**src/include/aacg_pkg.sv**
```systemverilog
/*
 * Shared constants and types of the audio converter clock generation block.
 * Assumes a single 10 MHz system clock; every slower rate is a one-cycle enable.
 */
//
// Behaviour
// - Internal master clock always runs at 256 times the sample rate.
// - Prescaler input is the external master clock or the PLL output.
// - Prescaler divides the chosen source by a programmable whole number.
// - Slave mode accepts outside audio clocks; master mode generates them.
// - Sample rate comes only from the internal master clock.
// - Master mode drives frame sync at internal master clock over 256.
// - Frame sync duty cycle follows the selected audio interface format.
// - Master bit clock derives from internal master clock, optional divider.
// - Slave mode keeps frame sync and bit clock as pure inputs.
// - PLL multiplies the reference by a fine fractional ratio.
// - Optional divide-by-two before PLL, fixed divide-by-four after it.
// - PLL fraction is 24 bits held in three 9-bit registers.
// - Slow timer tick divides the master clock per programmed rate setting.
// - Matching rate setting gives one slow timer tick every 128 ms.
// - Slow timer period scales with programmed over actual sample rate.
// - Slow timer enable resets off, forced on by either zero-cross enable.
// - Pending gain applies if zero-cross flag holds polarity for 0.25 s.

package aacg_pkg;

	// ********************************
	// Clock tree constants
	// ********************************
	localparam int unsigned MCLK_PER_SAMPLE = 256;
	localparam int unsigned PLL_POST_DIV    = 4;
	localparam int unsigned FRAC_BITS       = 24;
	localparam int unsigned FS_HALF         = 128;

	// ********************************
	// Slow timer and zero-cross timeout
	// ********************************
	localparam int unsigned SLOW_TICK_MS     = 128;
	localparam int unsigned ZC_TIMEOUT_MS    = 250;
	localparam int unsigned ZC_TIMEOUT_TICKS =
		(ZC_TIMEOUT_MS + SLOW_TICK_MS - 1) / SLOW_TICK_MS;

	// ********************************
	// Reset values
	// ********************************
	localparam logic RST_SLOW_EN = 1'b0;
	localparam logic RST_FS_PIN  = 1'b0;
	localparam logic RST_BCLK    = 1'b0;

	typedef enum logic [2:0] {
		AACG_SR_48K,
		AACG_SR_32K,
		AACG_SR_24K,
		AACG_SR_16K,
		AACG_SR_12K,
		AACG_SR_8K
	} aacg_rate_t;

	typedef enum logic {
		AACG_FMT_I2S,
		AACG_FMT_PCM
	} aacg_fmt_t;

	typedef struct packed {
		logic       master;
		logic       use_pll;
		logic       ref_div2;
		logic [3:0] prescale;
		logic [3:0] bclk_div;
		aacg_fmt_t  fmt;
		aacg_rate_t rate_sel;
	} aacg_clk_cfg_t;

	typedef struct packed {
		logic [3:0] int_part;
		logic [8:0] frac_hi;
		logic [8:0] frac_mid;
		logic [8:0] frac_lo;
	} aacg_pll_cfg_t;

	typedef struct packed {
		logic gain_zce;
		logic level_zce;
		logic alc_on;
		logic timer_req;
	} aacg_zc_cfg_t;

endpackage

```
**src/logic/aacg_tick_div.sv**
```systemverilog
/*
 * Programmable whole-number divider of an enable pulse train.
 * Assumes tick_in is a one-cycle pulse on the system clock; ratio 0 acts as 1.
 */
`timescale 1ns/10ps
`default_nettype none

module aacg_tick_div #(
	parameter int unsigned W = 4
) (
	input  wire logic         clock,    // System clock.
	input  wire logic         rst_b,    // Asynchronous reset, active low.
	input  wire logic         tick_in,  // Input enable pulse.
	input  wire logic [W-1:0] ratio,    // Division factor.
	output logic              tick_out  // One pulse every ratio input pulses.
);

	logic [W-1:0] cnt_ff;
	logic         last;

	// A ratio change takes effect at once; lowering it below the count ends the current period early.
	assign last     = (cnt_ff + W'(1) >= ratio);
	assign tick_out = tick_in & last;

	always_ff @(posedge clock or negedge rst_b) begin
		if (!rst_b) begin
			cnt_ff <= '0;
		end else if (tick_in) begin
			cnt_ff <= last ? '0 : cnt_ff + W'(1);
		end
	end

endmodule

`default_nettype wire

```
**src/logic/aacg_clock_gen.sv**
```systemverilog
/*
 * Audio converter clock generation: fractional PLL model, prescaler,
 * frame sync and bit clock generation, slow timer and zero-cross timeout.
 * Assumes reference and master clock pins arrive as synchronous enable pulses.
 */
`timescale 1ns/10ps
`default_nettype none

module aacg_clock_gen #(
	parameter int unsigned SLOW_MS = aacg_pkg::SLOW_TICK_MS
) (
	input  wire logic                    clock,         // 10 MHz system clock.
	input  wire logic                    rst_b,         // Async reset, active low.
	input  wire aacg_pkg::aacg_clk_cfg_t clk_cfg,       // Clock tree settings.
	input  wire aacg_pkg::aacg_pll_cfg_t pll_cfg,       // PLL multiplier.
	input  wire aacg_pkg::aacg_zc_cfg_t  zc_cfg,        // Zero-cross settings.
	input  wire logic                    mclk_tick,     // Master clock pin pulse.
	input  wire logic                    ref_tick,      // PLL reference pulse.
	input  wire logic                    fs_in,         // Frame sync pin level.
	input  wire logic                    bclk_in,       // Bit clock pin level.
	input  wire logic                    zc_flag,       // Zero-cross flag level.
	input  wire logic                    gain_req,      // New gain pending pulse.
	output logic                         internal_master_clock, // Master clk pulse.
	output logic                         sample_tick,   // Converter sample pulse.
	output logic                         frame_sync_o,  // Frame sync drive.
	output logic                         frame_sync_oe, // Frame sync enable.
	output logic                         bclk_o,        // Bit clock drive.
	output logic                         bclk_oe,       // Bit clock enable.
	output logic                         fs_seen,       // Frame sync level seen.
	output logic                         bclk_seen,     // Bit clock level seen.
	output logic                         slow_timer_enable, // Slow timer on.
	output logic                         slow_tick,     // Slow timer pulse.
	output logic                         gain_apply     // Apply pending gain.
);

	// ********************************
	// PLL model
	// ********************************
	localparam int unsigned FB = aacg_pkg::FRAC_BITS;

	logic          ref_half_ff;
	logic          pll_in_tick;
	logic [FB-1:0] frac;
	logic [FB-1:0] acc_ff;
	logic [FB:0]   acc_sum;
	logic [4:0]    pend_ff;
	logic [4:0]    nxt_pend;
	logic          osc_tick;
	logic          pll_tick;

	assign frac        = {pll_cfg.frac_hi[5:0], pll_cfg.frac_mid, pll_cfg.frac_lo};
	assign pll_in_tick = ref_tick & (!clk_cfg.ref_div2 | ref_half_ff);
	assign acc_sum     = {1'b0, acc_ff} + {1'b0, frac};
	assign osc_tick    = (pend_ff != 5'h0);

	always_ff @(posedge clock or negedge rst_b) begin
		if (!rst_b) begin
			ref_half_ff <= 1'b0;
		end else if (ref_tick) begin
			ref_half_ff <= !ref_half_ff;
		end
	end

	// Each PLL input pulse owes int + frac/2^24 oscillator pulses; the owed
	// whole pulses are paid out one per system cycle.
	always_comb begin
		nxt_pend = pend_ff - (osc_tick ? 5'h1 : 5'h0);
		if (pll_in_tick) begin
			nxt_pend = nxt_pend + {1'b0, pll_cfg.int_part} + {4'h0, acc_sum[FB]};
		end
	end

	always_ff @(posedge clock or negedge rst_b) begin
		if (!rst_b) begin
			acc_ff  <= '0;
			pend_ff <= '0;
		end else begin
			pend_ff <= nxt_pend;
			if (pll_in_tick) begin
				acc_ff <= acc_sum[FB-1:0];
			end
		end
	end

	aacg_tick_div #(
		.W (3)
	) u_post_div (
		.clock    (clock),
		.rst_b    (rst_b),
		.tick_in  (osc_tick),
		.ratio    (3'(aacg_pkg::PLL_POST_DIV)),
		.tick_out (pll_tick)
	);

	// ********************************
	// Source select and prescaler
	// ********************************
	logic src_tick;

	assign src_tick = clk_cfg.use_pll ? pll_tick : mclk_tick;

	aacg_tick_div #(
		.W (4)
	) u_prescale (
		.clock    (clock),
		.rst_b    (rst_b),
		.tick_in  (src_tick),
		.ratio    (clk_cfg.prescale),
		.tick_out (internal_master_clock)
	);

	// ********************************
	// Sample rate, frame sync, bit clock
	// ********************************
	logic [7:0] fs_cnt_ff;
	logic       fs_out_ff;
	logic       nxt_fs;
	logic       bclk_ff;
	logic       bclk_half;

	// The converter rate counts the internal master clock only; pin activity
	// from the frame sync and bit clock inputs never reaches this counter.
	assign sample_tick = internal_master_clock & (fs_cnt_ff == 8'hff);

	always_ff @(posedge clock or negedge rst_b) begin
		if (!rst_b) begin
			fs_cnt_ff <= '0;
		end else if (internal_master_clock) begin
			fs_cnt_ff <= fs_cnt_ff + 8'h1;
		end
	end

	always_comb begin
		if (clk_cfg.fmt == aacg_pkg::AACG_FMT_I2S) begin
			nxt_fs = (fs_cnt_ff >= 8'(aacg_pkg::FS_HALF));
		end else begin
			nxt_fs = (fs_cnt_ff < {3'h0, clk_cfg.bclk_div, 1'b0});
		end
	end

	always_ff @(posedge clock or negedge rst_b) begin
		if (!rst_b) begin
			fs_out_ff <= aacg_pkg::RST_FS_PIN;
		end else begin
			fs_out_ff <= nxt_fs;
		end
	end

	aacg_tick_div #(
		.W (4)
	) u_bclk_div (
		.clock    (clock),
		.rst_b    (rst_b),
		.tick_in  (internal_master_clock),
		.ratio    (clk_cfg.bclk_div),
		.tick_out (bclk_half)
	);

	// The bit clock restarts low with the frame so edges stay frame aligned.
	always_ff @(posedge clock or negedge rst_b) begin
		if (!rst_b) begin
			bclk_ff <= aacg_pkg::RST_BCLK;
		end else if (sample_tick) begin
			bclk_ff <= 1'b0;
		end else if (bclk_half) begin
			bclk_ff <= !bclk_ff;
		end
	end

	assign frame_sync_o  = fs_out_ff;
	assign bclk_o        = bclk_ff;
	assign frame_sync_oe = clk_cfg.master;
	assign bclk_oe       = clk_cfg.master;

	// In slave mode the pins are only observed; the system must keep them
	// locked to the master clock source.
	logic fs_seen_ff;
	logic bclk_seen_ff;

	always_ff @(posedge clock or negedge rst_b) begin
		if (!rst_b) begin
			fs_seen_ff   <= 1'b0;
			bclk_seen_ff <= 1'b0;
		end else begin
			fs_seen_ff   <= fs_in;
			bclk_seen_ff <= bclk_in;
		end
	end

	assign fs_seen   = fs_seen_ff;
	assign bclk_seen = bclk_seen_ff;

	// ********************************
	// Slow timer
	// ********************************
	logic        slow_en_ff;
	logic [13:0] slow_cnt_ff;
	logic [13:0] slow_limit;
	logic        zc_on;

	assign zc_on = zc_cfg.gain_zce | zc_cfg.level_zce;

	always_ff @(posedge clock or negedge rst_b) begin
		if (!rst_b) begin
			slow_en_ff <= aacg_pkg::RST_SLOW_EN;
		end else begin
			slow_en_ff <= zc_cfg.timer_req | zc_on;
		end
	end

	// Samples per slow tick follow the programmed rate; a wrong setting scales
	// the period by programmed over actual rate.
	always_comb begin
		case (clk_cfg.rate_sel)
			aacg_pkg::AACG_SR_48K: slow_limit = 14'(48 * SLOW_MS);
			aacg_pkg::AACG_SR_32K: slow_limit = 14'(32 * SLOW_MS);
			aacg_pkg::AACG_SR_24K: slow_limit = 14'(24 * SLOW_MS);
			aacg_pkg::AACG_SR_16K: slow_limit = 14'(16 * SLOW_MS);
			aacg_pkg::AACG_SR_12K: slow_limit = 14'(12 * SLOW_MS);
			aacg_pkg::AACG_SR_8K:  slow_limit = 14'(8 * SLOW_MS);
			default:               slow_limit = 14'(48 * SLOW_MS);
		endcase
	end

	assign slow_tick = slow_en_ff & sample_tick & (slow_cnt_ff + 14'h1 >= slow_limit);

	always_ff @(posedge clock or negedge rst_b) begin
		if (!rst_b) begin
			slow_cnt_ff <= '0;
		end else if (!slow_en_ff) begin
			slow_cnt_ff <= '0;
		end else if (sample_tick) begin
			slow_cnt_ff <= slow_tick ? 14'h0 : slow_cnt_ff + 14'h1;
		end
	end

	assign slow_timer_enable = slow_en_ff;

	// ********************************
	// Zero-cross gated gain update
	// ********************************
	typedef enum logic {
		ZC_IDLE,
		ZC_WAIT
	} aacg_zc_state_t;

	aacg_zc_state_t zc_state_ff;
	logic [1:0]     zc_ticks_ff;
	logic           zc_prev_ff;
	logic           zc_active;
	logic           zc_toggle;
	logic           zc_timeout;
	logic           apply_ff;

	assign zc_active  = zc_cfg.alc_on ? zc_cfg.level_zce : zc_cfg.gain_zce;
	assign zc_toggle  = (zc_flag != zc_prev_ff);
	assign zc_timeout = slow_en_ff & slow_tick &
		(zc_ticks_ff + 2'h1 >= 2'(aacg_pkg::ZC_TIMEOUT_TICKS));

	always_ff @(posedge clock or negedge rst_b) begin
		if (!rst_b) begin
			zc_prev_ff <= 1'b0;
		end else begin
			zc_prev_ff <= zc_flag;
		end
	end

	// A new request while waiting restarts the timeout window.
	always_ff @(posedge clock or negedge rst_b) begin
		if (!rst_b) begin
			zc_state_ff <= ZC_IDLE;
			zc_ticks_ff <= '0;
			apply_ff    <= 1'b0;
		end else begin
			apply_ff <= 1'b0;
			case (zc_state_ff)
				ZC_IDLE: begin
					zc_ticks_ff <= '0;
					if (gain_req && !zc_active) begin
						apply_ff <= 1'b1;
					end else if (gain_req) begin
						zc_state_ff <= ZC_WAIT;
					end
				end
				ZC_WAIT: begin
					if (gain_req) begin
						zc_ticks_ff <= '0;
					end else if (zc_toggle || zc_timeout || !zc_active) begin
						apply_ff    <= 1'b1;
						zc_state_ff <= ZC_IDLE;
					end else if (slow_tick) begin
						zc_ticks_ff <= zc_ticks_ff + 2'h1;
					end
				end
				default: begin
					zc_state_ff <= ZC_IDLE;
				end
			endcase
		end
	end

	assign gain_apply = apply_ff;

	// ********************************
	// Checks
	// ********************************
	property p_sample_period;
		@(posedge clock) disable iff (!rst_b)
		sample_tick |=> (fs_cnt_ff == 8'h00);
	endproperty
	a_sample_period: assert property (p_sample_period)
		else $error("sample pulse not at counter wrap");

	property p_slave_pins;
		@(posedge clock) disable iff (!rst_b)
		!clk_cfg.master |-> (!frame_sync_oe && !bclk_oe)
			##1 (fs_seen == $past(fs_in) && bclk_seen == $past(bclk_in));
	endproperty
	a_slave_pins: assert property (p_slave_pins)
		else $error("slave pin driven or not observed");

	property p_master_fs;
		@(posedge clock) disable iff (!rst_b)
		(clk_cfg.master && clk_cfg.fmt == aacg_pkg::AACG_FMT_I2S &&
			fs_cnt_ff == 8'(aacg_pkg::FS_HALF)) |-> frame_sync_oe ##1 frame_sync_o;
	endproperty
	a_master_fs: assert property (p_master_fs)
		else $error("frame sync not raised at mid frame");

	property p_src_mclk;
		@(posedge clock) disable iff (!rst_b)
		(!clk_cfg.use_pll && mclk_tick && clk_cfg.prescale == 4'h1) |-> internal_master_clock;
	endproperty
	a_src_mclk: assert property (p_src_mclk)
		else $error("master clock pin not reaching prescaler");

	property p_osc_drain;
		@(posedge clock) disable iff (!rst_b)
		(osc_tick && !pll_in_tick) |=> (pend_ff == $past(pend_ff) - 5'h1);
	endproperty
	a_osc_drain: assert property (p_osc_drain)
		else $error("oscillator pulses not paid out");

	property p_slow_enable;
		@(posedge clock) disable iff (!rst_b)
		zc_on |=> slow_timer_enable;
	endproperty
	a_slow_enable: assert property (p_slow_enable)
		else $error("slow timer not forced on");

	property p_i2s_duty;
		@(posedge clock) disable iff (!rst_b)
		(clk_cfg.fmt == aacg_pkg::AACG_FMT_I2S && fs_cnt_ff == 8'h00) |=> !frame_sync_o;
	endproperty
	a_i2s_duty: assert property (p_i2s_duty)
		else $error("frame sync high in first half");

	property p_timeout_apply;
		@(posedge clock) disable iff (!rst_b)
		(zc_state_ff == ZC_WAIT && !gain_req && zc_timeout) |=> gain_apply;
	endproperty
	a_timeout_apply: assert property (p_timeout_apply)
		else $error("timeout did not apply gain");

	property p_slow_wrap;
		@(posedge clock) disable iff (!rst_b)
		slow_tick |=> (slow_cnt_ff == 14'h0);
	endproperty
	a_slow_wrap: assert property (p_slow_wrap)
		else $error("slow timer did not wrap");

endmodule

`default_nettype wire

```
**config.mk**
```make
export PLATFORM = sky130hd
export DESIGN_NAME = aacg_clock_gen
export DESIGN_NICKNAME = d
export VERILOG_FILES = /design/src/include/aacg_pkg.sv /design/src/logic/aacg_tick_div.sv /design/src/logic/aacg_clock_gen.sv
export SDC_FILE = /design/constraint.sdc
export NUM_CORES = 1
export LEC_CHECK = 0
export ABC_AREA = 0
export BUFFER_PORTS_ARGS = -buffer_cell sky130_fd_sc_hd__buf_2
export CORE_UTILIZATION = 59
export CTS_BUF_LIST = sky130_fd_sc_hd__clkbuf_4 sky130_fd_sc_hd__clkbuf_8
export DETAILED_ROUTE_END_ITERATION = 8
export HOLD_SLACK_MARGIN = 0.06
export PLACE_DENSITY_LB_ADDON = 0.12
export SLEW_MARGIN = 20
export SYNTH_ARGS = -nofsm -noshare
export SYNTH_HDL_FRONTEND = slang
export SYNTH_SLANG_ARGS = --single-unit
```
**constraint.sdc**
```tcl
create_clock -name clock -period 7.3 [get_ports clock]
set_clock_uncertainty 0.05 [all_clocks]
set_input_delay 0.73 -clock clock [delete_from_list [all_inputs] [get_ports clock]]
set_output_delay 0.73 -clock clock [all_outputs]
set_load 0.1 [all_outputs]
```
---- Word-level counts from Yosys, hierarchy flattened ----
Cells that the tools add are included.
storage, ports and cells
  register bits ........................... 73
  input bits .............................. 58
  output and inout port bits .............. 11
  logic and storage cells ................. 94
operators by class
  add/subtract/negate cells ............... 10
  order comparisons ....................... 7
  equal/unequal tests ..................... 10
  multiplexer cells ....................... 27
  bitwise gates (word level) .............. 13
  reduce and logical (&&, ||, !) cells .... 10
operators with widths
  operator                 number
  $pmux W13 S5             1
  $mux W14                 3
  $add A24 B24 Y25         1
  $add A14 B1 Y14 const B  1
  $ge A14 B14 Y1           1
  $mux W1                  13
  $and A1 B1 Y1            9
  $add A4 B1 Y4 const B    2
  $add A8 B1 Y8 const B    1
  $eq A8 B8 Y1 const B     1
  $ge A4 B4 Y1             2
  $ge A8 B8 Y1 const B     1
  $lt A8 B5 Y1             1
  $mux W4                  2
  $eq A3 B2 Y1 const B     2
  $eq A3 B3 Y1 const B     2
  $mux W2                  3
  $ne A3 B3 Y1 const B     2
  $add A5 B1 Y5            1
  $add A5 B4 Y5            1
  $mux W5                  1
  $reduce_bool A5 Y1       1
  $sub A5 B1 Y5            1
  $logic_not A1 Y1         4
  other kinds (16)         20

---- Logic depth before layout (Yosys ltp) ----
  depth in word-level cells ............... 15
  gate-level depth with buffers ........... 15
  depth with buffers taken out ............ 15

---- Hierarchy ----
From an unflattened synthesis, not the netlist that was laid out.
unflattened totals
  cell total of the unflattened synthesis .. 561
  area, all modules ....................... 5,187.5 um2
by module, submodules not included
  module                           instances  cells each  area each (um2)  seq. area each (um2)
  aacg_clock_gen                   1          472         4,292.9          1,551.5
  aacg_tick_div at u_bclk_div ...  2          32          327.8            100.1
  aacg_tick_div at u_post_div      1          25          239.0            75.1

---- Worst setup path after synthesis ----
No wires, ideal clock.
  path kind ............................... input -> register
  start ................................... input pll_cfg[0] (netlist name)
  end ..................................... register pend_ff[4]
  setup time .............................. 123 ps
  arrival ................................. 3,914 ps
  required time ........................... 7,127 ps
  setup slack ............................. 3,213 ps
  cell stages on the path ................. 15
  path buffers ............................ 0
  path through ............................ ha_1 > fa_1 > a211oi_1 > nor2_1 > o21ai_0 > a311oi_1 > nor3_1 > o21ai_0 > a21o_1 > fa_1 > fa_1 > a21o_1 > a21oi_1 > nor2_1 > xnor2_1
between the ends
  longest elaborated chain between the ends .. 3
RTL lines
  what                  line                  source
  from (decl)           aacg_clock_gen.sv:15  input wire aacg_pkg::aacg_pll_cfg_t pll_cfg,
  $add A24 B24 Y25      aacg_clock_gen.sv:53  assign acc_sum = {1'b0, acc_ff} + {1'b0, frac};
  $add A5 B1 Y5         aacg_clock_gen.sv:69  nxt_pend = nxt_pend + {1'b0, pll_cfg.int_part} + {4'h0, acc_sum[FB]};
  $mux W5               aacg_clock_gen.sv:68  if (pll_in_tick) begin
  via nxt_pend[4]       aacg_clock_gen.sv:47  logic [4:0] nxt_pend;
  to (signal assigned)  aacg_clock_gen.sv:78  pend_ff <= nxt_pend;
  to (decl)             aacg_clock_gen.sv:46  logic [4:0] pend_ff;
The timed path passes the listed nets, and every way through them passes these cells.
A chain may end at the register's enable or synchronous reset.

---- Worst setup path in the final report ----
  start ................................... register slow_cnt_ff[0]
  end ..................................... output slow_tick
between the ends
  longest elaborated chain between the ends .. 3
RTL lines
  what                    line                   source
  from (decl)             aacg_clock_gen.sv:197  logic [13:0] slow_cnt_ff;
  from (signal assigned)  aacg_clock_gen.sv:233  slow_cnt_ff <= slow_tick ? 14'h0 : slow_cnt_ff + 14'h1;
  $add A14 B1 Y14         aacg_clock_gen.sv:225  assign slow_tick = slow_en_ff & sample_tick & (slow_cnt_ff + 14'h1 >= slow_limit);
  $ge A14 B14 Y1          aacg_clock_gen.sv:225
  $and A1 B1 Y1           aacg_clock_gen.sv:225
  to (decl)               aacg_clock_gen.sv:32   output logic slow_tick,
Every way passes these cells.

==> run metrics <==
status finished, final reports clean; Hold Violations, Final 0; CP required 6.52 ns; RSZ-0062 raised after global routing false; Congestion Overflow GR 0; die area 9130 sq um; Cell variety after synth 65; Num Clock Sinks 73; CP bufs+invs 1; detailed router's first-iteration violation count 127; DP HPWL between 7000 and 8000 microns; YS warnings 0; ys async rst share 1.00; post-layout utilization of the core 0.691; Skew-Pair Late Insertion Delay roughly 0.34 ns; core area 8340 sq um; post-CTS sizing 0; Slew Limit Fails 0; PwrDens 353 nW/um^2; CP top delay family simple AND/OR/NAND/NOR gates; CTS Root Cell clkbuf_8; FF+latch count, synth 73; share of the synthesized area in the top cell type 0.354; Final Wtd Congestion 0.842; largest family of logic cells by synthesized area compound AO/OA/AOI/OAI gates; vias per cell approximately 5.8; FF/Latch Area roughly 1800 sq um; Post-CTS Setup Inserts 0; DR vias 4343; fin cells 746; final period utilization 0.637; Post-CTS Hold Buffers 0; slew margin rel. 0.391; CTS tree yes; DRC Markers 0; Peak supply drop 217 uV; CP peak stage delay 0.43 ns; initial antenna violation count 0; Setup CP Type register to output port; area of the mapped netlist 5160 sq um; first-pass GRT wire length 17800 microns; drt wl/cell 14.2 microns; Synth Area in Adders 0.135; htree depth 3; placed instance count 730; routed wire length 10600 microns; fraction of synthesized area in multiplexers 0.00824; CTS Buf Count 9; Net Count, Synth 692; most frequently used flop master after synthesis dfrtp_1; layout cells sized above 1 0.156; CP endpoint kind output port; Pre-Repair DR Iteration Count 4; Arrival @ worst endpoint just under 4 ns; CP Cell Sequence ha_1 > nand3_1 > nor2_1 > and4_1 > nand2_1 > xnor2_1 > ha_1 > and3_1 > nand3_1 > a2111o_1 > a31oi_2 > and2_1 > buf_2; Final #Nets 748; vias in the first global route ~4200; fill cell count 677; ant diodes 0; crit path launch type register; Die X 95.5 microns; Max Root-Sink Buffers 2; Critical Path Fanout Max 5; Die Ht roughly 96 microns; overall routing resource usage 0.247; largest net degree at the start of global routing 74; Crit-path slowest cell dfrtp_1; Lkg Pwr approximately 2.8 nW; Initial Utilization 0.619; Worst-path clk slew 0.08 ns; Avg Inst Size Synth a little under 9 sq um; Port Buf Inserts between 60 and 70; share of the yosys chip area belonging to registers 0.354; Post-synth EDFFs 0; P&R area growth vs syn 11.6%; Synth Area in XOR/XNOR 0.0662; largest area contributor in the netlist dfrtp_1; min-delay worst type input port to register; final setup violation count 0; IO Count 69; Area contributors post-synth dfrtp_1, ha_1, nand2_1, xnor2_1, o21ai_0; Cells after Synth 580; multi-input logic area 3130 sq um; Synth Area in Compound Gates 0.199; Simple-Gate Fraction of Synth Area 0.195; setup TNS 0 ns; site row count 33; MaxCap Viol Count 0; Routed Antenna Nets 0; Tightest Pin Transition 0.913 ns; Fmax roughly 0.22 GHz; crit path time final about 4.6 ns
-- cells in the final DEF, fill, tap and decap left out, types with 6 or more instances in the layout --
| cell type | n |
|---|---|
| nor3_1 | 14 |
| buf_2 | 61 |
| dfrtp_1 | 73 |
| nand2_1 | 75 |
| clkbuf_8 | 9 |
| xnor2_1 | 21 |
| a21oi_1 | 28 |
| o31ai_1 | 8 |
| nand4_1 | 10 |
| and3_1 | 6 |
| nor2_1 | 37 |
| xor2_1 | 18 |
| nand2b_1 | 8 |
| o21ai_0 | 34 |
| ha_1 | 51 |
| inv_1 | 35 |
| a21o_1 | 22 |
| nand3_1 | 22 |
-- per-layer routing --
layer,up-vias,part of all wire,global-route usage
met5,-,0,0
met4,0,0.014,0.0746
met3,16,0.036,0.0526
met2,80,0.51,0.451
met1,2067,0.44,0.289
li1,2180,-,-
-- worst register-to-register path, cell delays in order, from the launching register on --
cell and delay, ns:
dfrtp_1 0.39, ha_1 0.23, fa_1 0.43, a211oi_1 0.24, nor2_1 0.13, o21ai_0 0.51
a311oi_1 0.31, nor3_1 0.21, o21ai_0 0.12, a21o_1 0.20, fa_1 0.40, fa_1 0.41
a21o_1 0.20, a21oi_1 0.13, nor2_1 0.07, xnor2_1 0.15
-- path summary, 6_finish.rpt --
kind                                startpoint              to  slack (ns)  cells after the start
worst max-delay path            slow_cnt_ff[0]       slow_tick        2.65                     13
worst min-delay path                     fs_in         fs_seen        0.43                      1
worst max register to register       acc_ff[0]      pend_ff[4]        3.02                     15
worst min register to register       acc_ff[0]       acc_ff[0]        0.44                      2
max in group asynchronous                rst_b  slow_cnt_ff[3]        6.14                      1
min in group asynchronous                rst_b    frame_sync_o        0.45                      1
-- through the flow --
stage / setup WS [ns] / cell area [sq um] / power [mW] / hold slack (ns)
2_1_floorplan: 3.21 / 5160 / 1.48 / 0.384
3_3_place_gp: 2.66 / 5540 / 1.63 / 0.415
3_5_place_dp: 2.64 / 5540 / 1.69 / 0.422
4_1_cts: 2.64 / 5760 / 2.05 / 0.421
5_1_grt: 2.37 / 5760 / 2.23 / 0.414
6_report: 2.65 / 5760 / 2.04 / 0.435
-- power breakdown --
group	switching [mW]	leakage [nW]	internal (mW)
sequential	0.0951	0.921	0.532
clock	0.156	0.109	0.192
combinational	0.609	1.79	0.451
total	0.860	2.82	1.17
-- cell usage after synthesis (6+ instances only) --
library cell	number
ha_1	51
clkbuf_1	12
dfrtp_1	73
nand3_1	22
nand4_1	10
nor2_1	37
a21oi_1	28
xor2_1	18
xnor2_1	21
nand2b_1	8
inv_1	35
a21o_1	22
o31ai_1	8
nor3_1	14
o21ai_0	34
and3_1	6
nand2_1	75
-- kinds of logic after synthesis --
| group | count (synthesis) |
|---|---|
| flops | 73 |
| compound gates | 151 |
| fa+ha+maj | 54 |
| buf+inv | 54 |
| mux | 4 |
| xor+xnor | 39 |
| simple gates | 205 |
-- registers in the layout, summed over array words and instances (netlist names), 2 cells and up --
register	flops
u_bclk_div.cnt_ff	4
slow_cnt_ff	14
zc_ticks_ff	2
u_post_div.cnt_ff	3
fs_cnt_ff	8
acc_ff	24
u_prescale.cnt_ff	4
pend_ff	5
-- final cells by class --
class	instances	area share
inverters	36	0.0235
clock buffers	9	0.0215
clock inverters	7	0.0165
flip-flops and latches	73	0.317
multi-input cells	453	0.543
well taps	105	0.0228
repair buffers	63	0.0556
Note: power is estimated with default switching activity, not from simulation.
